==> config.mk <==
export PLATFORM = sky130hd
export DESIGN_NAME = dddi_top
export DESIGN_NICKNAME = d
export VERILOG_FILES = /design/src/logic/dddi_top.v /design/src/logic/dddi_sync.v
export VERILOG_INCLUDE_DIRS = /design/src /design/src/logic
export SDC_FILE = /design/constraint.sdc
export NUM_CORES = 1
export LEC_CHECK = 0
export BUFFER_PORTS_ARGS = -buffer_cell sky130_fd_sc_hd__buf_2
export CORE_MARGIN = 2
export CORE_UTILIZATION = 35
export CTS_CLUSTER_SIZE = 10
export DETAILED_ROUTE_END_ITERATION = 10
export PLACE_DENSITY = 0.6
export SYNTH_ARGS = -nofsm -noshare
export SYNTH_HDL_FRONTEND = slang
export SYNTH_SLANG_ARGS = --single-unit
export TNS_END_PERCENT = 50
==> constraint.sdc <==
create_clock -name i_core_clk -period 27.9 [get_ports i_core_clk]
set_clock_uncertainty 0.15 [all_clocks]
set_input_delay 5.58 -clock i_core_clk [delete_from_list [all_inputs] [get_ports i_core_clk]]
set_output_delay 5.58 -clock i_core_clk [all_outputs]
set_load 0.005 [all_outputs]
==> src/logic/dddi_defs.vh <==
// constants for the dual converter ddr input port
`ifndef DDDI_DEFS_VH
`define DDDI_DEFS_VH

`define DDDI_LANES          8
`define DDDI_SAMPLE_W       16
`define DDDI_WORD_W         32
`define DDDI_FIFO_DEPTH     8
`define DDDI_PTR_W          3
`define DDDI_CNT_W          4
`define DDDI_BYTE_IDX_W     2
`define DDDI_BYTES_PER_FRM  2'h3
`define DDDI_BYTE_A_HI      2'h0
`define DDDI_BYTE_A_LO      2'h1
`define DDDI_BYTE_B_HI      2'h2
`define DDDI_BYTE_B_LO      2'h3
`define DDDI_DIV_W          2
`define DDDI_DIV_RESET      2'h0
`define DDDI_DIV_READ_PHASE 2'h3
`define DDDI_CODE_ZERO      16'h0000
`define DDDI_WORD_ZERO      32'h00000000
`define DDDI_FIFO_FULL      4'h8
`define DDDI_EXTREF_DEFAULT 1'b0

`endif

==> src/logic/dddi_top.v <==
// ddr byte-lane input port, sample fifo and output code mapping
//
// Overview of operation
// RULE1: lane bytes are taken on both rising and falling data clock edges.
// RULE2: frame marker is taken on data clock rising edge, starts a frame.
// RULE3: a seen frame marker also resets the sample fifo pointers.
// RULE4: the source launches the frame marker edge-aligned with the lanes.
// RULE5: output sync strobe is taken on the converter clock rising edge.
// RULE6: a taken sync strobe resets the internal clock divider.
// RULE7: the controller holds the transmit gate high to pass data.
// RULE8: gate low forces the datapath to zero and ignores lane data.
// RULE9: code 0x0000 gives full-scale sink on the primary output.
// RULE10: code 0xFFFF gives zero sink on the primary output.
// RULE11: the complementary output is the inverse of the primary one.
// RULE12: channel b maps codes exactly as channel a does.
// RULE13: chip reset pin low applies a full chip reset.
// RULE14: external reference select high disables the internal reference.
// RULE15: two 16-bit samples go byte by byte, framed by the marker.
// RULE16: a configuration bit reverses the order of the eight lanes.
// RULE17: samples are written in data order and read in converter order.
//
// the data and converter clocks are sampled as levels on the core clock,
// so each must run well below a quarter of the core clock rate.
`include "dddi_defs.vh"

module dddi_top (
  // core clock and reset
  input  wire                      i_core_clk,
  input  wire                      i_sys_rst,
  // chip-level controls (pins)
  input  wire                      i_chip_reset_n,
  input  wire                      i_transmit_gate,
  input  wire                      i_lane_reverse,
  input  wire                      i_extref_select,
  // ddr input link (receiver already resolved the pairs)
  input  wire                      i_fwd_data_clock_pos,
  input  wire                      i_frame_marker_pos,
  input  wire [`DDDI_LANES-1:0]    i_lanes,
  // converter clock and output sync strobe
  input  wire                      i_converter_clock_pos,
  input  wire                      i_output_sync_strobe_pos,
  // converter core sink codes
  output reg  [`DDDI_SAMPLE_W-1:0] o_chan_a_primary_current,
  output reg  [`DDDI_SAMPLE_W-1:0] o_chan_a_complement_current,
  output reg  [`DDDI_SAMPLE_W-1:0] o_chan_b_primary_current,
  output reg  [`DDDI_SAMPLE_W-1:0] o_chan_b_complement_current,
  output reg                       o_sample_strobe,
  // clock divider state
  output wire [`DDDI_DIV_W-1:0]    o_divider_phase,
  // reference pin and internal reference control
  output wire                      o_reference_pin_o,
  output wire                      o_reference_pin_oe,
  output wire                      o_internal_ref_en,
  // fifo status
  output wire                      o_fifo_empty,
  output wire                      o_fifo_full,
  output reg                       o_fifo_overflow
);

  // synchronised pin levels
  wire                   chip_reset_n_s;
  wire                   gate_s;
  wire                   reverse_s;
  wire                   extref_s;
  wire                   dclk_s;
  wire                   frame_s;
  wire [`DDDI_LANES-1:0] lanes_s;
  wire                   cclk_s;
  wire                   ostr_s;

  dddi_sync #(
    .W       (1),
    .RST_VAL (1'b0)
  ) u_sync_rst (
    .i_core_clk (i_core_clk),
    .i_sys_rst  (i_sys_rst),
    .i_async    (i_chip_reset_n),
    .o_sync     (chip_reset_n_s)
  );

  dddi_sync #(
    .W       (3),
    .RST_VAL (1'b0)
  ) u_sync_ctl (
    .i_core_clk (i_core_clk),
    .i_sys_rst  (i_sys_rst),
    .i_async    ({i_transmit_gate, i_lane_reverse, i_extref_select}),
    .o_sync     ({gate_s, reverse_s, extref_s})
  );

  // clock, marker and lanes share one synchroniser so they stay aligned
  dddi_sync #(
    .W       (`DDDI_LANES + 2),
    .RST_VAL (1'b0)
  ) u_sync_link (
    .i_core_clk (i_core_clk),
    .i_sys_rst  (i_sys_rst),
    .i_async    ({i_fwd_data_clock_pos, i_frame_marker_pos, i_lanes}),
    .o_sync     ({dclk_s, frame_s, lanes_s})
  );

  dddi_sync #(
    .W       (2),
    .RST_VAL (1'b0)
  ) u_sync_conv (
    .i_core_clk (i_core_clk),
    .i_sys_rst  (i_sys_rst),
    .i_async    ({i_converter_clock_pos, i_output_sync_strobe_pos}),
    .o_sync     ({cclk_s, ostr_s})
  );

  // chip reset pin acts synchronously on top of the async system reset
  wire soft_rst = ~chip_reset_n_s; // RULE13

  // edge detection on the sampled clocks
  reg  dclk_q;
  reg  cclk_q;
  wire dclk_rise = dclk_s & ~dclk_q;
  wire dclk_fall = ~dclk_s & dclk_q;
  wire dclk_edge = dclk_rise | dclk_fall; // RULE1
  wire cclk_rise = cclk_s & ~cclk_q;

  always @(posedge i_core_clk or posedge i_sys_rst) begin
    if (i_sys_rst) begin
      dclk_q <= 1'b0;
      cclk_q <= 1'b0;
    end else begin
      dclk_q <= dclk_s;
      cclk_q <= cclk_s;
    end
  end

  // optional lane order reversal
  reg [`DDDI_LANES-1:0] byte_in;
  integer               k;

  always @* begin
    byte_in = lanes_s;
    if (reverse_s) begin
      for (k = 0; k < `DDDI_LANES; k = k + 1) begin
        byte_in[k] = lanes_s[`DDDI_LANES-1-k]; // RULE16
      end
    end
  end

  // marker only counts on a rising edge; it is edge-aligned with lanes
  wire frame_seen = dclk_rise & frame_s; // RULE2 RULE4

  // byte assembly: a hi, a lo, b hi, b lo
  reg [`DDDI_BYTE_IDX_W-1:0] byte_idx_q;
  reg [`DDDI_WORD_W-1:0]     asm_q;
  reg                        asm_done_q;
  reg [`DDDI_BYTE_IDX_W-1:0] slot;

  always @* begin
    slot = byte_idx_q;
    if (frame_seen) begin
      slot = `DDDI_BYTE_A_HI; // RULE2
    end
  end

  always @(posedge i_core_clk or posedge i_sys_rst) begin
    if (i_sys_rst) begin
      byte_idx_q <= `DDDI_BYTE_A_HI;
      asm_q      <= `DDDI_WORD_ZERO;
      asm_done_q <= 1'b0;
    end else if (soft_rst | ~gate_s) begin
      // gate low: lanes ignored and partial frame dropped
      byte_idx_q <= `DDDI_BYTE_A_HI; // RULE8
      asm_q      <= `DDDI_WORD_ZERO; // RULE8
      asm_done_q <= 1'b0;
    end else begin
      asm_done_q <= 1'b0;
      if (dclk_edge) begin
        case (slot)
          `DDDI_BYTE_A_HI: asm_q[31:24] <= byte_in; // RULE15
          `DDDI_BYTE_A_LO: asm_q[23:16] <= byte_in; // RULE15
          `DDDI_BYTE_B_HI: asm_q[15:8]  <= byte_in; // RULE15
          default:         asm_q[7:0]   <= byte_in; // RULE15
        endcase
        byte_idx_q <= slot + 2'h1;
        asm_done_q <= (slot == `DDDI_BYTES_PER_FRM);
      end
    end
  end

  // clock divider on the converter clock, realigned by the strobe
  reg  [`DDDI_DIV_W-1:0] div_q;
  wire                   ostr_seen = cclk_rise & ostr_s; // RULE5

  always @(posedge i_core_clk or posedge i_sys_rst) begin
    if (i_sys_rst) begin
      div_q <= `DDDI_DIV_RESET;
    end else if (soft_rst) begin
      div_q <= `DDDI_DIV_RESET;
    end else if (ostr_seen) begin
      div_q <= `DDDI_DIV_RESET; // RULE6
    end else if (cclk_rise) begin
      div_q <= div_q + 2'h1;
    end
  end

  assign o_divider_phase = div_q;

  // sample fifo: written on assembly, read once per divided period
  reg  [`DDDI_WORD_W-1:0] fifo_mem [0:`DDDI_FIFO_DEPTH-1];
  reg  [`DDDI_PTR_W-1:0]  wr_ptr_q;
  reg  [`DDDI_PTR_W-1:0]  rd_ptr_q;
  reg  [`DDDI_CNT_W-1:0]  count_q;
  wire                    full  = (count_q == `DDDI_FIFO_FULL);
  wire                    empty = (count_q == 4'h0);
  wire                    rd_slot = cclk_rise &
                                    (div_q == `DDDI_DIV_READ_PHASE);
  wire                    do_wr = asm_done_q & ~full; // RULE17
  wire                    do_rd = rd_slot & ~empty; // RULE17
  integer                 m;

  assign o_fifo_empty = empty;
  assign o_fifo_full  = full;

  // one clock drives both ends, so pointers need no gray crossing
  always @(posedge i_core_clk or posedge i_sys_rst) begin
    if (i_sys_rst) begin
      wr_ptr_q        <= 3'h0;
      rd_ptr_q        <= 3'h0;
      count_q         <= 4'h0;
      o_fifo_overflow <= 1'b0;
      for (m = 0; m < `DDDI_FIFO_DEPTH; m = m + 1) begin
        fifo_mem[m] <= `DDDI_WORD_ZERO;
      end
    end else if (soft_rst | frame_seen | ~gate_s) begin
      // marker realigns pointers; stale samples are dropped
      wr_ptr_q        <= 3'h0; // RULE3
      rd_ptr_q        <= 3'h0; // RULE3
      count_q         <= 4'h0; // RULE3
      o_fifo_overflow <= 1'b0;
    end else begin
      if (do_wr) begin
        fifo_mem[wr_ptr_q] <= asm_q;
        wr_ptr_q           <= wr_ptr_q + 3'h1;
      end
      if (do_rd) begin
        rd_ptr_q <= rd_ptr_q + 3'h1;
      end
      if (do_wr & ~do_rd) begin
        count_q <= count_q + 4'h1;
      end else if (do_rd & ~do_wr) begin
        count_q <= count_q - 4'h1;
      end
      // a frame lost to a full fifo stays flagged until the next marker, gate low or chip reset
      if (asm_done_q & full) begin
        o_fifo_overflow <= 1'b1;
      end
    end
  end

  // output code mapping: offset binary, primary sinks full scale at zero
  wire [`DDDI_SAMPLE_W-1:0] code_a = fifo_mem[rd_ptr_q][31:16];
  wire [`DDDI_SAMPLE_W-1:0] code_b = fifo_mem[rd_ptr_q][15:0];

  always @(posedge i_core_clk or posedge i_sys_rst) begin
    if (i_sys_rst) begin
      o_chan_a_primary_current    <= `DDDI_CODE_ZERO;
      o_chan_a_complement_current <= `DDDI_CODE_ZERO;
      o_chan_b_primary_current    <= `DDDI_CODE_ZERO;
      o_chan_b_complement_current <= `DDDI_CODE_ZERO;
      o_sample_strobe             <= 1'b0;
    end else if (soft_rst | ~gate_s) begin
      // zero datapath: core sees code 0 on both channels
      o_chan_a_primary_current    <= ~`DDDI_CODE_ZERO; // RULE8 RULE9
      o_chan_a_complement_current <= `DDDI_CODE_ZERO; // RULE8 RULE11
      o_chan_b_primary_current    <= ~`DDDI_CODE_ZERO; // RULE8 RULE12
      o_chan_b_complement_current <= `DDDI_CODE_ZERO; // RULE8 RULE12
      o_sample_strobe             <= 1'b0;
    end else begin
      o_sample_strobe <= do_rd;
      if (do_rd) begin
        // sink magnitude: primary falls as code rises
        o_chan_a_primary_current    <= ~code_a; // RULE9 RULE10
        o_chan_a_complement_current <= code_a; // RULE11
        o_chan_b_primary_current    <= ~code_b; // RULE12
        o_chan_b_complement_current <= code_b; // RULE12
      end
    end
  end

  // reference: internal source drives the pin unless external selected
  reg extref_q;

  always @(posedge i_core_clk or posedge i_sys_rst) begin
    if (i_sys_rst) begin
      extref_q <= `DDDI_EXTREF_DEFAULT;
    end else if (soft_rst) begin
      extref_q <= `DDDI_EXTREF_DEFAULT;
    end else begin
      extref_q <= extref_s;
    end
  end

  assign o_internal_ref_en  = ~extref_q; // RULE14
  assign o_reference_pin_oe = ~extref_q; // RULE14
  assign o_reference_pin_o  = ~extref_q;

endmodule

==> src/logic/dddi_sync.v <==
// two flip-flop synchroniser for pins from outside the core clock domain
module dddi_sync #(
  parameter W       = 1,
  parameter RST_VAL = 1'b0
) (
  // clock and reset
  input  wire         i_core_clk,
  input  wire         i_sys_rst,
  // asynchronous input and its synchronised copy
  input  wire [W-1:0] i_async,
  output wire [W-1:0] o_sync
);

  reg [W-1:0] meta_q;
  reg [W-1:0] sync_q;

  // the first stage is read only by the second stage
  always @(posedge i_core_clk or posedge i_sys_rst) begin
    if (i_sys_rst) begin
      meta_q <= {W{RST_VAL}};
      sync_q <= {W{RST_VAL}};
    end else begin
      meta_q <= i_async;
      sync_q <= meta_q;
    end
  end

  assign o_sync = sync_q;

endmodule

==> summary by stage, run 1 <==
Routing
The routed design has approximately 38000 µm of wire. The detail-routed via count per cell is approximately 5. The detailed route wirelength on metal3 is ~1400 µm. The wire length per cell after detailed routing is between 20 and 25 µm. Summing over every cut layer, the via total after detailed routing is about 9600.

The remaining design rule violation count is 0. The number of design-rule violations left by the first detailed-router iteration is 549. The routed design uses 18400 µm of met2 wire. The remaining number of nets flagged by the antenna check after routing is 0. The pre-antenna-repair detailed-routing pass consisted of 4 iterations. The uppermost signal routing layer after detailed routing is met4.

The routed length on met1 is 17800 µm.

Job
The number of maximum-capacitance violations is 0.

Logic synthesis
The average cell area after synthesis is roughly 15 µm². Counting distinct cell types in the post-synthesis netlist gives between 40 and 50. The proportion of synthesized flip-flops having asynchronous set or reset is between 90% and 100%. The total nets after synthesis is about 1200. The area of the mapped netlist is between 15000 and 20000 µm². Synthesis inferred between 400 and 500 register bits.

The count of yosys warnings during synthesis is 0. The proportion of synthesized chip area in sequential cells is about 58%. Counting every instance in the synthesized netlist gives ~1100. Yosys mapped a number of flops with a built-in enable equal to 0. The predominant post-synthesis flop cell is sky130_fd_sc_hd__dfrtp_1.

Timing
The normalized max-slew margin is between 20% and 30%. The number of hold violations in the final report was 0. The aggregate negative setup slack is 0 ps. Setup repair after global routing left no endpoint under its margin. The final-report max-slew violation count was 0. For the pin with the worst max-slew slack, the measured transition is between 1000 and 1500 ps. The worst hold-check slack is 191 ps.

The final critical path takes up between 20% and 30% of the cycle. The achievable clock frequency is 130 MHz. The final critical path time including I/O delays and setup is between 7000 and 8000 ps.

Setup violations remaining at the end of the flow were counted as 0.

Clocking
The clock sink count is 404. The longest clock path from root to sink contains 3 buffers. In this run, post-CTS repair resized a total of 0 instances. The later pin in the worst-skew pair is clocked with a latency of 570 ps. Clock-pin slew was measured on the worst setup and hold paths at around 50 ps. Buffers inserted during clock tree synthesis total 47. The H-tree level count is 2. TritonCTS built the clock tree.

In this run the clock root is driven by a sky130_fd_sc_hd__clkbuf_16. In this run the post-CTS setup repair buffer count came out at 0. The number of hold buffers added after CTS was 0.

Setup path
The delay of the slowest cell on the worst path is 670 ps. The count of buffer and inverter cells on the critical path is 2. Traced cell by cell, the critical path runs through or4_1 > inv_2 > buf_2. The largest fanout on the critical path is 6. The required time at the worst-slack endpoint is around 22000 ps. The sort of element at the end of the critical path is a primary output.

The type of the worst setup path is register to primary output. The library cell contributing the largest single delay on the critical path is sky130_fd_sc_hd__or4_1. The data arrival at the endpoint of the critical path is 1990 ps. The element type at the critical path start is a register. The family with the most delay on the worst path is simple AND/OR/NAND/NOR gates.

Finish
The post-synthesis to final-layout area growth is 13.7%. Of the cells placed in the final design, the portion with a size suffix greater than 1 is between 30% and 40%. The count of inserted antenna diode cells is 0. The post-layout instance area is between 15000 and 20000 µm². The layout filler cell count is approximately 4500. The total number of nets in the final design is around 1300.

The post-layout utilization of the core is about two fifths.

Outcome
The run finished with clean final reports.

Placed design
Once detailed placement completed, the half-perimeter wirelength came to between 20000 and 25000 µm. Routability-driven placement finished with a final weighted congestion of 0.734. Port buffering added 90 buffers. The post-place instance area is ~18000 µm².

Hold path
The path category of the worst min-delay check is register to register.

GRT
After global routing the overflow that remains totals 0. The largest net degree at the start of global routing is 190. Across every metal layer, demand over resource in global routing totals 15.6%. The via count of the first global-routing pass is around 10000. The number of antenna violations at the first check in global routing is 0. The first global-routing pass estimated between 60000 and 70000 µm of wire.

Floorplanning
The horizontal die dimension is 227 µm. The initial utilization of the core area, before any placement, comes to between 30% and 40%. The initialized floorplan defines 81 standard-cell rows.

The die is about 230 µm tall. 91 I/O pins were placed. The area of the die is 51300 µm².

The total area inside the core boundary comes to 49000 µm².

Pwr
Power spread over the standard cell area amounts to between 50 and 60 nW/µm². The leakage power is ~9.4 nW. The largest vdd supply drop is about 35 µV.
==> area by class of cell <==
cell class              count  area [µm²]  share of cell area [%]
flip-flops and latches    404       10100                    51.3
multi-input cells         653        6800                    34.5
clock buffers              63        1300                    6.59
well taps                 664         831                    4.22
repair buffers            108         598                    3.03
inverters                  14        61.3                   0.311
clock inverters             1        5.00                  0.0254
==> through the flow <==
stage               cells  worst slack [ps]  power (W)
detailed placement   1843             20200   0.000633
CTS                  1907             20170    0.00118
floorplan            1143             10930   0.000620
global route         1907             20110    0.00121
finish               1907             20180    0.00117
global placement     1843             20270   0.000632
==> registers in the layout, summed over array words and instances (netlist names), 3 cells and up <==
signal / cells
o_chan_b_complement_current: 16
u_sync_ctl.meta_q: 3
u_sync_ctl.o_sync: 3
fifo_mem: 256
rd_ptr_q: 3
count_q: 4
o_chan_a_primary_current: 16
u_sync_link.meta_q: 10
o_chan_b_primary_current: 16
wr_ptr_q: 3
u_sync_link.o_sync: 10
o_chan_a_complement_current: 16
asm_q: 32
==> logic make-up (layout without fill, tap and decap cells) <==
| group | after synthesis | count (layout) | synth area share, % |
|---|---|---|---|
| flops | 404 | 404 | 58.3 |
| compound gates | 83 | 83 | 3.42 |
| mux | 362 | 362 | 29.3 |
| fa+ha+maj | 12 | 12 | 0.909 |
| simple gates | 191 | 191 | 4.98 |
| xor+xnor | 5 | 5 | 0.253 |
| buf+inv | 86 | 186 | 2.79 |
==> layer usage <==
metal / up-vias / track usage (%)
met3: 53 / 2.60
met5: - / 0
met4: 0 / 4.84
met1: 5102 / 21.3
li1: 4252 / -
met2: 151 / 25.5
==> where the power goes <==
group          internal (W)  switching [W]  leakage, nW
Sequential         0.000590     0.00000377         5.39
Combinational    0.00000469      0.0000224         3.36
Clock              0.000319       0.000226        0.636
==> cell usage in the layout, fill, tap and decap left out, types with 32 or more instances in the layout <==
cell type	count
sky130_fd_sc_hd__mux2i_1	42
sky130_fd_sc_hd__mux2_4	90
sky130_fd_sc_hd__a211oi_1	34
sky130_fd_sc_hd__mux2_2	101
sky130_fd_sc_hd__mux2_1	65
sky130_fd_sc_hd__buf_2	90
sky130_fd_sc_hd__dfrtp_1	401
sky130_fd_sc_hd__nor2_1	137
sky130_fd_sc_hd__mux4_2	64
sky130_fd_sc_hd__clkbuf_16	49
sky130_fd_sc_hd__a21o_1	32
==> worst paths after layout <==
path | slack, ps | endpoint | from | cells past startpoint
max | 20180 | o_fifo_empty | count_q[0] | 3
min | 190 | u_sync_link.o_sync[7] | u_sync_link.meta_q[7] | 0
min reg2reg | 190 | u_sync_link.o_sync[7] | u_sync_link.meta_q[7] | 0
max in group asynchronous | 20870 | fifo_mem[209] | i_sys_rst | 3
min in group asynchronous | 5030 | u_sync_ctl.meta_q[1] | i_sys_rst | 2
max reg2reg | 24760 | o_chan_a_complement_current[14] | rd_ptr_q[0] | 5
==> synth_stat cells (2+ instances only) <==
library cell / count / share of area (%)
sky130_fd_sc_hd__or4_1: 5 / 0.22
sky130_fd_sc_hd__xnor2_1: 4 / 0.20
sky130_fd_sc_hd__nand2b_1: 3 / 0.11
sky130_fd_sc_hd__dfrtp_1: 404 / 58
sky130_fd_sc_hd__buf_6: 16 / 1.0
sky130_fd_sc_hd__a21oi_1: 9 / 0.26
sky130_fd_sc_hd__nand3b_1: 2 / 0.087
sky130_fd_sc_hd__mux2_1: 65 / 4.2
sky130_fd_sc_hd__mux4_2: 64 / 8.3
sky130_fd_sc_hd__nor3b_1: 2 / 0.087
sky130_fd_sc_hd__nor2_1: 137 / 3.0
sky130_fd_sc_hd__inv_2: 2 / 0.043
sky130_fd_sc_hd__mux2_4: 90 / 7.8
sky130_fd_sc_hd__ha_1: 11 / 0.79
sky130_fd_sc_hd__a21o_1: 32 / 1.4
sky130_fd_sc_hd__mux2_2: 101 / 6.6
sky130_fd_sc_hd__and2_1: 3 / 0.11
sky130_fd_sc_hd__nor4_2: 2 / 0.14
sky130_fd_sc_hd__mux2i_1: 42 / 2.4
sky130_fd_sc_hd__buf_4: 2 / 0.087
sky130_fd_sc_hd__and4_1: 2 / 0.10
sky130_fd_sc_hd__clkbuf_1: 24 / 0.52
sky130_fd_sc_hd__nand2_1: 10 / 0.22
sky130_fd_sc_hd__buf_1: 4 / 0.087
sky130_fd_sc_hd__nor2b_1: 6 / 0.22
sky130_fd_sc_hd__o21ai_0: 3 / 0.087
sky130_fd_sc_hd__buf_2: 26 / 0.75
sky130_fd_sc_hd__nor3_1: 5 / 0.14
sky130_fd_sc_hd__a211oi_1: 34 / 1.5
sky130_fd_sc_hd__nand3_1: 6 / 0.17
sky130_fd_sc_hd__inv_1: 11 / 0.24
(Power assumes the default switching activity.)
==> inputs of run 2 (changes only) <==
--- a/config.mk
+++ b/config.mk
@@ -11,7 +11,7 @@
 export CORE_UTILIZATION = 35
 export CTS_CLUSTER_SIZE = 10
 export DETAILED_ROUTE_END_ITERATION = 10
-export PLACE_DENSITY = 0.6
+export PLACE_DENSITY = 0.61
 export SYNTH_ARGS = -nofsm -noshare
 export SYNTH_HDL_FRONTEND = slang
 export SYNTH_SLANG_ARGS = --single-unit
==> constraint.sdc (replaced) <==
create_clock -name i_core_clk -period 6.7 [get_ports i_core_clk]
set_clock_uncertainty 0.15 [all_clocks]
set_input_delay 1.34 -clock i_core_clk [delete_from_list [all_inputs] [get_ports i_core_clk]]
set_output_delay 1.34 -clock i_core_clk [all_outputs]
set_load 0.005 [all_outputs]
==> run 2 against run 1 <==
Count of clock-buffer cells in the layout increased by 4. Critical path type unchanged. Cell count increased by 0.42%. Worst hold slack improved by 3.4 ps. Global-route usage decreased by 0.15 points.
==> summary by stage, run 2 (synthesis gave the netlist of run 1 again) <==
Floorplanning
The floorplan row count was 81 (unchanged). The die outline height is 227 µm (unchanged). The count of boundary I/O pins is 91 (unchanged). The core area is 49000 µm² (unchanged). The area of the die is 51300 µm² (unchanged). The starting density of the core is 35.4% (unchanged). The horizontal die dimension is 227 µm (unchanged).

Pwr
The largest vdd supply drop came to 141 µV (+300%). The areal power density over the cells is 248 nW/µm² (+320%). The leakage power is 9.43 nW (+0.49%).

Finish
Leaving out fill and tap cells, the most frequent cells in the layout are sky130_fd_sc_hd__dfrtp_1 (401), sky130_fd_sc_hd__nor2_1 (137), sky130_fd_sc_hd__mux2_2 (101). The post-layout utilization of the core is 40.5% (+0.20 points). The fraction of layout instances using a drive strength above 1 is 35.4% (+0.42 points).

The post-layout instance area came to 19800 µm² (+0.49%). The layout filler cell count is 4503 (-0.73%). The number of flip-flops under the largest register name was 256 (unchanged).

The post-synthesis to final-layout area growth is 14.2%. The library cell used most frequently in the layout, excluding fill and tap cells, is sky130_fd_sc_hd__dfrtp_1. The register with the highest flop count is fifo_mem. The count of inserted antenna diode cells is 0 (unchanged).

The largest registers in the layout are fifo_mem x256, asm_q x32. The total number of nets in the final design is 1261 (+0.24%).

Placed design
The setup slack at placement was 3340 ps (-16870 ps). The HPWL reported at the end of detailed placement is 22000 µm (+2.1%). The count of port buffers added during placement is 90 (unchanged). The routability congestion estimate was 0.748 (+2.0%). The post-place instance area came to 18400 µm² (+0.13%).

Clocking
The cell chosen for the clock root is sky130_fd_sc_hd__clkbuf_16. The number of buffers inserted by hold repair at cts is 0 (unchanged). The latest clock arrival within the worst-skew pair is 570 ps (about the same). The H-tree level count is 2 (unchanged). The total setup buffers inserted after CTS was 0 (unchanged). The worst-case clock buffer depth came to 3 (unchanged). The number of buffers created by CTS was 48 (+2.1%). The clock transition at the registers of the reported paths is 50 ps (about the same). The clock sink count is 404 (unchanged).

The clock tree from TritonCTS is yes. The count of cells resized by post-cts repair is 0 (unchanged).

GRT
The number of antenna violations at the first check in global routing came to 0 (unchanged). The leftover overflow at the end of global routing is 0 (unchanged). The via count of the first global-routing pass came to 10300 (+0.60%). The first-pass GRT wire length came to 60800 µm (-0.31%).

The global router's overall resource usage is 15.5% (-0.15 points). The largest net degree at the start of global routing is 155 (-18%).

Timing
The achievable clock frequency is 286 MHz. The transition time of the tightest slew-check pin is 1230 ps (+85.9 ps). The aggregate negative setup slack was 0 ps (unchanged). Setup repair after global routing left no endpoint under its margin. The minimum setup slack in the final design is 3210 ps (-16970 ps).

The final count of negative-setup-slack endpoints is 0 (unchanged). The normalized max-slew margin was 17.7% (-4.2 points). Subtracting the final worst setup slack from the clock period gives between 3000 and 4000 ps.

The share of the clock period used by the worst path after layout is a little over half. The final-report max-slew violation count is 0 (unchanged). The number of hold violations in the final report is 0 (unchanged).

Setup path
The worst setup path is captured at a primary output. The count of buffer and inverter cells on the critical path is 2 (unchanged). The library cell contributing the largest single delay on the critical path is sky130_fd_sc_hd__or4_1. The delay of the slowest cell on the worst path is 700 ps (+30 ps). The data arrival at the endpoint of the critical path was 2000 ps (about the same). The required time at the worst-slack endpoint was 5210 ps (-16960 ps). The largest fanout on the critical path came to 5 (-1).

The type of the worst setup path is register to primary output. STA classifies the critical path startpoint as a register. The family with the most delay on the worst path is simple AND/OR/NAND/NOR gates. The critical path goes through or4_1 > inv_2 > buf_2.

Job
The number of maximum-capacitance violations was 0 (unchanged).

Outcome
The flow ran to the end, and the final reports show no timing, DRC or antenna violations.

Routing
The number of design-rule violations left by the first detailed-router iteration is 469 (-15%). The first-pass iteration count of the detailed router came to 4 (unchanged). The remaining design rule violation count was 0 (unchanged). The final wirelength is 37900 µm (-1.3%). The wire length per cell after detailed routing was 19.8 µm (-1.8%). The number of vias after detailed routing is 9499 (-0.62%).

The detail-routed via count per cell is 4.96 (-1.0%). The remaining number of nets flagged by the antenna check after routing is 0 (unchanged).

Hold path
The path category of the worst min-delay check is register to register.
==> run 2: path summary, 6_finish.rpt <==
| kind | from | depth (start not counted) | slack (ps) | end |
|---|---|---|---|---|
| max in group asynchronous | i_sys_rst | 3 | 4080 | rd_ptr_q[0] |
| worst min-delay path | u_sync_link.meta_q[3] | 0 | 190 | u_sync_link.o_sync[3] |
| worst max register to register | u_sync_rst.o_sync | 5 | 3420 | fifo_mem[196] |
| worst max-delay path | count_q[1] | 3 | 3210 | o_fifo_empty |
| worst min register to register | u_sync_link.meta_q[3] | 0 | 190 | u_sync_link.o_sync[3] |
| min in group asynchronous | i_sys_rst | 2 | 770 | o_divider_phase[0] |
==> run 2: report_power, final <==
part | leakage (nW) | total, W | switching, W | internal, W
Clock | 0.674 | 0.00233 | 0.000949 | 0.00138
Sequential | 5.39 | 0.00247 | 0.0000154 | 0.00246
Combinational | 3.37 | 0.000113 | 0.0000921 | 0.0000210
==> run 2: layout make-up <==
| type | instances | area, µm² | share of cell area (%) |
|---|---|---|---|
| Tap cell | 664 | 831 | 4.20 |
| Timing Repair Buffer | 110 | 626 | 3.16 |
| Inverter | 14 | 57.6 | 0.291 |
| Sequential cell | 404 | 10100 | 51.1 |
| Multi-Input combinational cell | 653 | 6800 | 34.3 |
| Clock buffer | 67 | 1350 | 6.84 |
| Clock inverter | 3 | 22.5 | 0.114 |
==> run 2: per-layer routing <==
layer	routed length, µm	part of all wire (%)	global-route usage, %
met3	1530	4.0	2.55
met1	17300	46	20.9
met5	0	0	0
met4	913	2.4	5.07
met2	18100	48	25.3
==> run 2: per-stage QoR <==
stage / power (W) / std cells / hold WS [ps]
after floorplan: 0.00258 / 1143 / 181
after global placement: 0.00263 / 1845 / 185
after detailed placement: 0.00263 / 1845 / 185
after CTS: 0.00501 / 1915 / 196
after global routing: 0.00512 / 1915 / 201
final: 0.00492 / 1915 / 194
==> inputs of run 3 (changes only) <==
--- a/config.mk
+++ b/config.mk
@@ -11,7 +11,7 @@
 export CORE_UTILIZATION = 35
 export CTS_CLUSTER_SIZE = 10
 export DETAILED_ROUTE_END_ITERATION = 10
-export PLACE_DENSITY = 0.61
+export PLACE_DENSITY = 0.6
 export SYNTH_ARGS = -nofsm -noshare
 export SYNTH_HDL_FRONTEND = slang
 export SYNTH_SLANG_ARGS = --single-unit
==> constraint.sdc (replaced) <==
create_clock -name i_core_clk -period 3.4 [get_ports i_core_clk]
set_clock_uncertainty 0.15 [all_clocks]
set_input_delay 0.68 -clock i_core_clk [delete_from_list [all_inputs] [get_ports i_core_clk]]
set_output_delay 0.68 -clock i_core_clk [all_outputs]
set_load 0.005 [all_outputs]
==> run 3 against run 2 <==
Worst hold slack worse by 130 ps. Global-route usage about the same. Utilization up 0.16 points. Setup slack worse by 2600 ps.
==> summary by stage, run 3 (synthesis gave the netlist of run 1 again) <==
Outcome
The run finished with clean final reports.

Clocking
The H-tree level count came to 2 (unchanged). The clock transition at the registers of the reported paths is 50 ps (about the same). The latest clock arrival within the worst-skew pair is 580 ps (about the same). The count of cells resized by post-cts repair was 0 (unchanged). TritonCTS built the clock tree. CTS placed an instance of sky130_fd_sc_hd__clkbuf_16 at the clock tree root. The number of buffers created by CTS is 47 (-2.1%).

The clock sink count was 404 (unchanged). The worst-case clock buffer depth was 3 (unchanged).

Finish
The number of standard cells in the final layout excluding fillers is 1921 (+0.31%). The top cell types in the final layout, fill and taps aside, are sky130_fd_sc_hd__dfrtp_1 (401), sky130_fd_sc_hd__nor2_1 (137), sky130_fd_sc_hd__mux2_2 (101). The post-synthesis to final-layout area growth is 14.7%.

The number of flip-flops under the largest register name is 256 (unchanged). The count of inserted antenna diode cells was 0 (unchanged). The largest registers in the layout are fifo_mem x256, asm_q x32. fifo_mem holds more flip-flops than any other register. The library cell used most frequently in the layout, excluding fill and tap cells, is sky130_fd_sc_hd__dfrtp_1. The total number of nets in the final design is 1275 (+1.1%).

The fraction of layout instances using a drive strength above 1 came to 36.1% (+0.71 points). The layout filler cell count was 4518 (+0.33%). The post-layout utilization of the core was 40.6% (+0.16 points).

Pwr
The areal power density over the cells came to 479 nW/µm² (+93%). The power spent charging and discharging nets is 0.00209 W (+98%). The leakage power is 9.48 nW (+0.55%). The clock group share of total power was 46.4% (-1.0 points).

The sequential cell fraction of total power is 51.2% (+0.9 points). The combinational fraction of design power was 2.4% (about the same). The net switching fraction of the power is 22.0% (+0.47 points). The largest vdd supply drop is 332 µV (+140%). The internal power is 0.00743 W (+92%).

Routing
The remaining number of nets flagged by the antenna check after routing was 0 (unchanged). The first-pass iteration count of the detailed router was 4 (unchanged). The remaining design rule violation count is 0 (unchanged).

The number of design-rule violations left by the first detailed-router iteration is 523 (+12%). The wire length per cell after detailed routing is 19.6 µm (-0.80%). The final wirelength is 37700 µm (-0.49%). The number of vias after detailed routing is 9490 (-0.095%). The detail-routed via count per cell came to 4.94 (-0.41%).

Setup path
The sort of element at the end of the critical path is a register. The largest fanout on the critical path came to 6 (+1). The worst setup path is of the register to register kind. The required time at the worst-slack endpoint is 3700 ps (-1510 ps). The element type at the critical path start is a register. The data arrival at the endpoint of the critical path is 3130 ps (+1130 ps).

Timing
The normalized max-slew margin is 24.0% (+6.3 points). The transition time of the tightest slew-check pin is 1140 ps (-87.3 ps). The achievable clock frequency is ~350 MHz. Setup repair after global routing left no endpoint under its margin. The final critical path time including I/O delays and setup is ~2800 ps. The final count of negative-setup-slack endpoints came to 0 (unchanged). In the finished design, the share of the clock period the worst path needs comes to a little over four fifths.

The number of hold violations in the final report is 0 (unchanged). The final-report max-slew violation count is 0 (unchanged).

GRT
The first-pass GRT wire length is 60800 µm (about the same). The largest net degree at the start of global routing is 99 (-36%). The number of antenna violations at the first check in global routing was 0 (unchanged). The via count of the first global-routing pass is 10500 (+2.3%). The leftover overflow at the end of global routing is 0 (unchanged). The global router's overall resource usage came to 15.5% (+0.031 points).

Floorplanning
The core area is 49000 µm² (unchanged). The starting density of the core came to 35.4% (unchanged). The die outline height is 227 µm (unchanged). The area of the die is 51300 µm² (unchanged). The count of boundary I/O pins is 91 (unchanged). The horizontal die dimension is 227 µm (unchanged). The floorplan row count came to 81 (unchanged).

Hold path
In this run the worst hold path is classified as primary input to register.

Placed design
The cell count after placement is 1859 (+0.76%). The routability congestion estimate is 0.740 (-1.2%). The count of port buffers added during placement is 90 (unchanged). The HPWL reported at the end of detailed placement is 22900 µm (+4.2%).

Job
The number of maximum-capacitance violations is 0 (unchanged).
==> run 3: cell count changes in the layout (fill, tap and decap cells not counted), sizes merged <==
cell         before  now
clkbuf           67   56
dlygate4sd3       0    1
inv              14   15
buf             110  124
clkinv            2    3
==> run 3: worst paths after layout <==
kind | from | endpoint | slack (ps) | cells past startpoint
min reg2reg | u_sync_conv.meta_q[0] | u_sync_conv.o_sync[0] | 190 | 0
min | i_frame_marker_pos | u_sync_link.meta_q[8] | 60 | 1
max | count_q[0] | count_q[3] | 560 | 8
max in group asynchronous | i_sys_rst | fifo_mem[23] | 1680 | 5
max reg2reg | count_q[0] | count_q[3] | 560 | 8
min in group asynchronous | i_sys_rst | wr_ptr_q[0] | 560 | 4
==> run 3: power groups by stage <==
stage / Clock [W] / Sequential, W / Combinational [W]
after global routing: 0.00477 / 0.00487 / 0.000266
after CTS: 0.00458 / 0.00487 / 0.000243
after global placement: 0 / 0.00495 / 0.000237
after floorplan: 0 / 0.00495 / 0.000143
after detailed placement: 0 / 0.00496 / 0.000242
final: 0.00441 / 0.00487 / 0.000231
==> run 3: repair_timing <==
action	4_1_cts	5_1_grt
buffers inserted	0	0
endpoints found under the setup margin	0	0
hold buffers	1	0
hold endpoints to repair	4	0
==> run 3: critical path, stage by stage (launching register included) <==
cell and delay [ps]:
sky130_fd_sc_hd__dfrtp_1 420, sky130_fd_sc_hd__or4_1 670, sky130_fd_sc_hd__inv_2 170, sky130_fd_sc_hd__o211ai_1 200, sky130_fd_sc_hd__ha_1 390, sky130_fd_sc_hd__a21oi_1 100, sky130_fd_sc_hd__a211oi_1 300, sky130_fd_sc_hd__mux2i_1 220
sky130_fd_sc_hd__nand3_1 90
==> run 3: area by class of cell <==
| class | count | area (µm²) | share of cell area (%) |
|---|---|---|---|
| Clock buffer | 56 | 1240 | 6.24 |
| Clock inverter | 5 | 36.3 | 0.183 |
| Inverter | 14 | 57.6 | 0.290 |
| Multi-Input combinational cell | 653 | 6800 | 34.2 |
| Sequential cell | 404 | 10100 | 50.9 |
| Tap cell | 664 | 831 | 4.18 |
| Timing Repair Buffer | 125 | 803 | 4.04 |
==> run 3: metal layers <==
metal	GRT usage [%]	wire, µm	up-vias
met5	0	0	-
met4	5.35	842	0
met2	25.0	18100	164
met1	21.1	17100	4970
li1	-	-	4289
met3	2.68	1570	67
==> run 3: through the flow <==
step	TNS (ps)	worst slack (ps)	instance area, µm²	hold WS (ps)	total power [W]
after floorplan	-1160170	-2870	17300	181	0.00509
after global placement	0	629	18600	182	0.00519
after detailed placement	0	571	18600	188	0.00520
after CTS	0	543	19900	26.4	0.00970
after global routing	0	394	19900	44.1	0.00991
final	0	563	19900	64.4	0.00952
